$ cat src/rtl/smis_cfg.svh
// Offsets, field positions and reset values of the masked event status block
`ifndef SMIS_CFG_SVH
`define SMIS_CFG_SVH

// ----------------------------------------------------------------------------
// Register offsets (byte addresses)
// ----------------------------------------------------------------------------
`define SMIS_OFF_BROWNOUT_CTRL   12'h030
`define SMIS_OFF_RAW_STATUS      12'h050
`define SMIS_OFF_MASK_ENABLE     12'h054
`define SMIS_OFF_MASKED_CLEAR    12'h058

// ----------------------------------------------------------------------------
// Field positions and widths
// ----------------------------------------------------------------------------
`define SMIS_EVT_COUNT           7
`define SMIS_BIT_PLL_LOCK        6
`define SMIS_BIT_CURRENT_LIMIT   5
`define SMIS_BIT_INT_OSC_FAULT   4
`define SMIS_BIT_MAIN_OSC_FAULT  3
`define SMIS_BIT_REG_UNREG       2
`define SMIS_BIT_BROWNOUT        1
`define SMIS_BIT_PLL_FAULT       0
`define SMIS_BIT_BO_RESET_SEL    1

// ----------------------------------------------------------------------------
// Reset values
// ----------------------------------------------------------------------------
`define SMIS_RST_EVT             7'h00
`define SMIS_RST_WORD            32'h0000_0000
`define SMIS_RST_BIT             1'b0

`endif

$ cat src/rtl/smis_pkg.sv
// Types shared by the masked event status block and its bench
package smis_pkg;

   // ----------------------------------------------------------------------------
   // Register bus request carried as one bundle
   // ----------------------------------------------------------------------------
   typedef struct packed {
      logic [11:0] addr;
      logic [31:0] wrData;
      logic        wrStb;
      logic        rdStb;
   } smis_bus_req_t;

   // Seven event lines, bit order as in the masked status word
   typedef logic [6:0] smis_evt_t;

endpackage

$ cat src/rtl/smis_masked_status.sv
// Masked event status and clear register with raw flags, mask and interrupt
`include "smis_cfg.svh"

module smis_masked_status
   import smis_pkg::*;
#(
   parameter int NUM_EVT = `SMIS_EVT_COUNT
) (
   input  wire logic          clk_sys,
   input  wire logic          rst,
   input  wire smis_bus_req_t busReq,
   input  wire smis_evt_t     eventIn,
   output logic [31:0]        rdData_q,
   output logic               sysIrq_q
);

   // ----------------------------------------------------------------------------
   // Elaboration check
   // ----------------------------------------------------------------------------
   if (NUM_EVT != `SMIS_EVT_COUNT) begin : g_chk
      $error("smis_masked_status serves exactly seven event bits");
   end

   // ----------------------------------------------------------------------------
   // State and next values
   // ----------------------------------------------------------------------------
   smis_evt_t rawFlag_q;
   smis_evt_t rawFlag_d;
   smis_evt_t maskEn_q;
   smis_evt_t maskEn_d;
   logic      boResetSel_q;
   logic      boResetSel_d;
   smis_evt_t clearMask;
   smis_evt_t maskedNow;
   logic      wrMasked;

   // Masked view of the raw flags; brown-out also gated by reset select
   function automatic smis_evt_t maskedOf(input smis_evt_t raw, input smis_evt_t msk,
                                          input logic boSel);
      smis_evt_t m;
      m = raw & msk;
      m[`SMIS_BIT_BROWNOUT] = m[`SMIS_BIT_BROWNOUT] & ~boSel;
      return m;
   endfunction

   // Address match for a strobe
   function automatic logic hit(input smis_bus_req_t r, input logic [11:0] off);
      return r.addr == off;
   endfunction

   // ----------------------------------------------------------------------------
   // Write decode
   // ----------------------------------------------------------------------------
   // Ones written to the masked register pick bits to clear
   assign wrMasked  = busReq.wrStb && hit(busReq, `SMIS_OFF_MASKED_CLEAR);
   assign clearMask = wrMasked ? busReq.wrData[NUM_EVT-1:0] : `SMIS_RST_EVT;
   assign maskedNow = maskedOf(rawFlag_q, maskEn_q, boResetSel_q);

   // Raw flags: a new event wins over a clear in the same cycle
   always_comb begin
      rawFlag_d = (rawFlag_q & ~clearMask) | eventIn;
   end

   // Mask enable register, written whole
   always_comb begin
      maskEn_d = maskEn_q;
      if (busReq.wrStb && hit(busReq, `SMIS_OFF_MASK_ENABLE)) begin
         maskEn_d = busReq.wrData[NUM_EVT-1:0];
      end
   end

   // Brown-out reset versus interrupt select bit
   always_comb begin
      boResetSel_d = boResetSel_q;
      if (busReq.wrStb && hit(busReq, `SMIS_OFF_BROWNOUT_CTRL)) begin
         boResetSel_d = busReq.wrData[`SMIS_BIT_BO_RESET_SEL];
      end
   end

   // ----------------------------------------------------------------------------
   // Registers
   // ----------------------------------------------------------------------------
   // Raw event flags
   always_ff @(posedge clk_sys) begin
      if (rst) begin
         rawFlag_q <= `SMIS_RST_EVT;
      end else begin
         rawFlag_q <= rawFlag_d;
      end
   end

   // Mask enables and brown-out select
   always_ff @(posedge clk_sys) begin
      if (rst) begin
         maskEn_q     <= `SMIS_RST_EVT;
         boResetSel_q <= `SMIS_RST_BIT;
      end else begin
         maskEn_q     <= maskEn_d;
         boResetSel_q <= boResetSel_d;
      end
   end

   // Interrupt level follows the masked bits of the same state
   always_ff @(posedge clk_sys) begin
      if (rst) begin
         sysIrq_q <= `SMIS_RST_BIT;
      end else begin
         sysIrq_q <= |maskedOf(rawFlag_d, maskEn_d, boResetSel_d);
      end
   end

   // ----------------------------------------------------------------------------
   // Read port: data one cycle after the strobe, zero otherwise
   // ----------------------------------------------------------------------------
   always_ff @(posedge clk_sys) begin
      if (rst) begin
         rdData_q <= `SMIS_RST_WORD;
      end else begin
         rdData_q <= `SMIS_RST_WORD;   // Unmapped and reserved bits read zero
         if (busReq.rdStb) begin
            unique case (busReq.addr)
               `SMIS_OFF_MASKED_CLEAR:
                  rdData_q[NUM_EVT-1:0] <= maskedNow;
               `SMIS_OFF_RAW_STATUS:
                  rdData_q[NUM_EVT-1:0] <= rawFlag_q;
               `SMIS_OFF_MASK_ENABLE:
                  rdData_q[NUM_EVT-1:0] <= maskEn_q;
               `SMIS_OFF_BROWNOUT_CTRL:
                  rdData_q[`SMIS_BIT_BO_RESET_SEL] <= boResetSel_q;
               default:
                  rdData_q <= `SMIS_RST_WORD;
            endcase
         end
      end
   end
endmodule

$ cat config.mk
export PLATFORM = sky130hd
export DESIGN_NAME = smis_masked_status
export DESIGN_NICKNAME = d
export VERILOG_FILES = /design/src/rtl/smis_pkg.sv /design/src/rtl/smis_masked_status.sv
export VERILOG_INCLUDE_DIRS = /design/src /design/src/rtl
export SDC_FILE = /design/constraint.sdc
export NUM_CORES = 1
export LEC_CHECK = 0
export ABC_AREA = 1
export BUFFER_PORTS_ARGS = -buffer_cell sky130_fd_sc_hd__buf_2
export CORE_ASPECT_RATIO = 0.75
export CORE_MARGIN = 1
export CORE_UTILIZATION = 24
export DETAILED_ROUTE_END_ITERATION = 10
export GPL_ROUTABILITY_DRIVEN = 1
export GPL_TIMING_DRIVEN = 0
export MAX_ROUTING_LAYER = met4
export SYNTH_ARGS = -nofsm -noshare
export SYNTH_HDL_FRONTEND = slang
export SYNTH_SLANG_ARGS = --single-unit
$ cat constraint.sdc
create_clock -name clk_sys -period 2.25 [get_ports clk_sys]
set_clock_uncertainty 0.05 [all_clocks]
set_input_delay 0.225 -clock clk_sys [delete_from_list [all_inputs] [get_ports clk_sys]]
set_output_delay 0.225 -clock clk_sys [all_outputs]
set_load 0.01 [all_outputs]
==> results.txt <==
Status - complete, no violations
Total Wirelength - 3150 µm
Height of the die - 68.2 µm
Post-DP HPWL - 2580 µm
Final instance count without filler cells - 344
Sequential share of power - 52.0%
Min-delay worst type - in2reg
Row cnt - 23
Post-cts sizing count - 0
Synth Flop Type - dfxtp_1
Hold worst-path end - rawFlag_q[1]
Top Ports - 88
Largest net degree at the start of global routing - 13
Slew Viols, Final - 0
P per Cell Area - 446 nW/µm²
CP cell instances - buf_2, nor2_2, inv_2, nor2_1, nand4_1, nand2_1, nand2_1, nand2_1, nand2_1, nor2_1, a21oi_1
First-pass GRT wire length - 5090 µm
Slew @ Worst Pin - 596 ps
Post-CTS Setup Bufs - 0
Vias per inst - 3.76
# DRC - 0
Placed insts - 340
Netlist cell types - 25
Worst r2r dst - rdData_q[1]
GPL Wtd Cong - 0.770
Initial core utilization - 25.5%
Gate Count Post-Synth - 205
Mapped Area - 1400 µm²
Sequential element share of the synthesized area - 32.8%
Psw - 0.206 mW
DR vias - 1,293
Per-cell routed wire length - 9.16 µm
Crit path largest cell delay - 460 ps
Post-route ant nets - 0
Rel. slew slack - 60.1%
Drt pass-1 iters - 4
Clock power frac - 31.6%
LEAKAGE - 0.977 nW
CTS tree - yes
CTS root buffer - clkbuf_8
Port bufs - 36
Max_cap viols - 0
Sw Share - 25.4%
Hold Path Origin - eventIn[1]
Kind of critical path - in2reg
Number of global-route vias before repair - 1,096
Area of the die - 6160 µm²
Antenna Cells - 0
Fmax - 650 MHz
Nets - 325
Worst Hold Path Cells - 3
Crit path max fanout - 7
Register Area - 460 µm²
Mapped Avg Cell Area - 6.84 µm²
Hold buffer count at cts - 0
Min Tclk post-route - 1540 ps
CTS Buf Count - 3
YS warnings - 0
Worst skew pair latency - 270 ps
RSZ-0062 raised after global routing - no
Worst R2R Start - maskEn_q[1]
Core ar. - 5500 µm²
Slowest-stage cell, CP - nor2_1
CP endpoint kind - flip-flop
CP Launch Type - input pin
Critical path arrival - 1620 ps
TNS Setup - 0 ps
Crit path launch - busReq[35]
H-tree level count - 1
Hold WS - 123 ps
Initial DRC count - 97
Initial antenna violation count - 0
Layout fillers - 618
Gr ovfl total - 0
Post-synth EDFFs - 0
Multi-input logic area - 701 µm²
Peak VDD IR - 0.162 mV
Comb power frac - 16.4%
GRT Overall Usage - 10.9%
Register-to-Register Path Depth - 6
Final setup fails - 0
Proportion of layout cells with a drive suffix above 1 - 30.1%
Area Overhead vs Synth - 29.2%
Maximum clock path buffer count - 2
Final Hold Fails - 0
Chip width - 90.3 µm
Crit share post-route - 68.3%
Post-synth ARST share - 0%
Clock slew at reported path FFs - 80 ps
Cell repeated most along the worst path - nand2_1
Cell Int Power - 0.603 mW
Required @ worst endpoint - 2340 ps
Sink Count - 23
R2R setup slack - 1260 ps
Yosys reg bits - 23
cell usage after synthesis, types with 2 or more instances:
master	number	area [µm²]
nand2_1	58	218
inv_1	26	97.6
buf_4	25	188
dfxtp_1	23	460
a21oi_1	19	95.1
nor2_1	13	48.8
nand4_1	8	50.1
a211oi_1	6	45.0
nor2_2	4	25.0
nand2_2	3	18.8
o21ai_0	3	15.0
clkbuf_1	2	7.51
nand3_1	2	10.0
o21ai_2	2	17.5
layout make-up:
cell class,instances,share of cell area (%)
well taps,75,5.18
inverters,29,6.28
flip-flops and latches,23,25.4
multi-input cells,148,38.7
plain buffers,29,12.0
clock buffers,4,2.49
repair buffers,36,9.94
stage by stage:
stage	setup WS, ps	cell area (µm²)	power [mW]	utilization [%]
2_1_floorplan	918	1490	0.520	-
3_3_place_gp	425	1770	0.561	32.1
3_5_place_dp	444	1770	0.562	32.1
4_1_cts	720	1810	0.820	33.0
5_1_grt	542	1810	0.856	33.0
6_report	713	1810	0.809	33.0
worst max path at each step:
stage,to,slack [ps]
finish,sysIrq_q,710
global route,sysIrq_q,540
CTS,sysIrq_q,720
detailed placement,sysIrq_q,440
global placement,sysIrq_q,420
floorplan,sysIrq_q,920
sequential cells by signal, summed over array words and instances (netlist names):
register and flops:
rdData_q 7, rawFlag_q 7, boResetSel_q 1, sysIrq_q 1, maskEn_q 7
cell families (layout without fill, tap and decap cells):
logic type | after synthesis | in the layout | synth area share (%)
other cells | 1 | 25 | 0.267
buf+inv | 58 | 98 | 23.6
compound gates | 31 | 31 | 12.9
simple gates | 92 | 92 | 30.3
flops | 23 | 23 | 32.8
cells in the final DEF, fill, tap and decap left out, types with 2 or more instances in the layout:
cell / synthesis / layout
nand2_2: 3 / 3
o21ai_0: 3 / 3
nor2_1: 13 / 13
clkbuf_8: 0 / 3
dfxtp_1: 23 / 23
nand3_1: 2 / 2
nand4_1: 8 / 8
conb_1: 1 / 25
buf_2: 0 / 36
clkbuf_1: 2 / 3
a211oi_1: 6 / 6
nand2_1: 58 / 58
inv_1: 26 / 26
nor2_2: 4 / 4
o21ai_2: 2 / 2
buf_4: 25 / 25
a21oi_1: 19 / 19
worst max-delay path, delay by kind of cell:
| family | cells | cell delay [ps] |
|---|---|---|
| buffers and inverters | 2 | 160 |
| AOI/OAI and AO/OA | 1 | 70 |
| and+or+nand+nor | 8 | 1170 |
power groups by stage:
| stage | combinational, mW | sequential (mW) | clock, mW |
|---|---|---|---|
| floorplan | 0.0913 | 0.429 | 0 |
| global placement | 0.131 | 0.430 | 0 |
| detailed placement | 0.132 | 0.430 | 0 |
| CTS | 0.132 | 0.421 | 0.267 |
| global route | 0.149 | 0.422 | 0.286 |
| finish | 0.133 | 0.421 | 0.255 |
routing by layer:
metal	global-route usage, %	up-vias	share of wire (%)
li1	-	720	-
met1	14.5	536	50
met2	16.4	34	43
met3	3.44	3	6.4
met4	1.81	0	0.51
met5	-	-	0
Note: power is estimated with default switching activity, not from simulation.
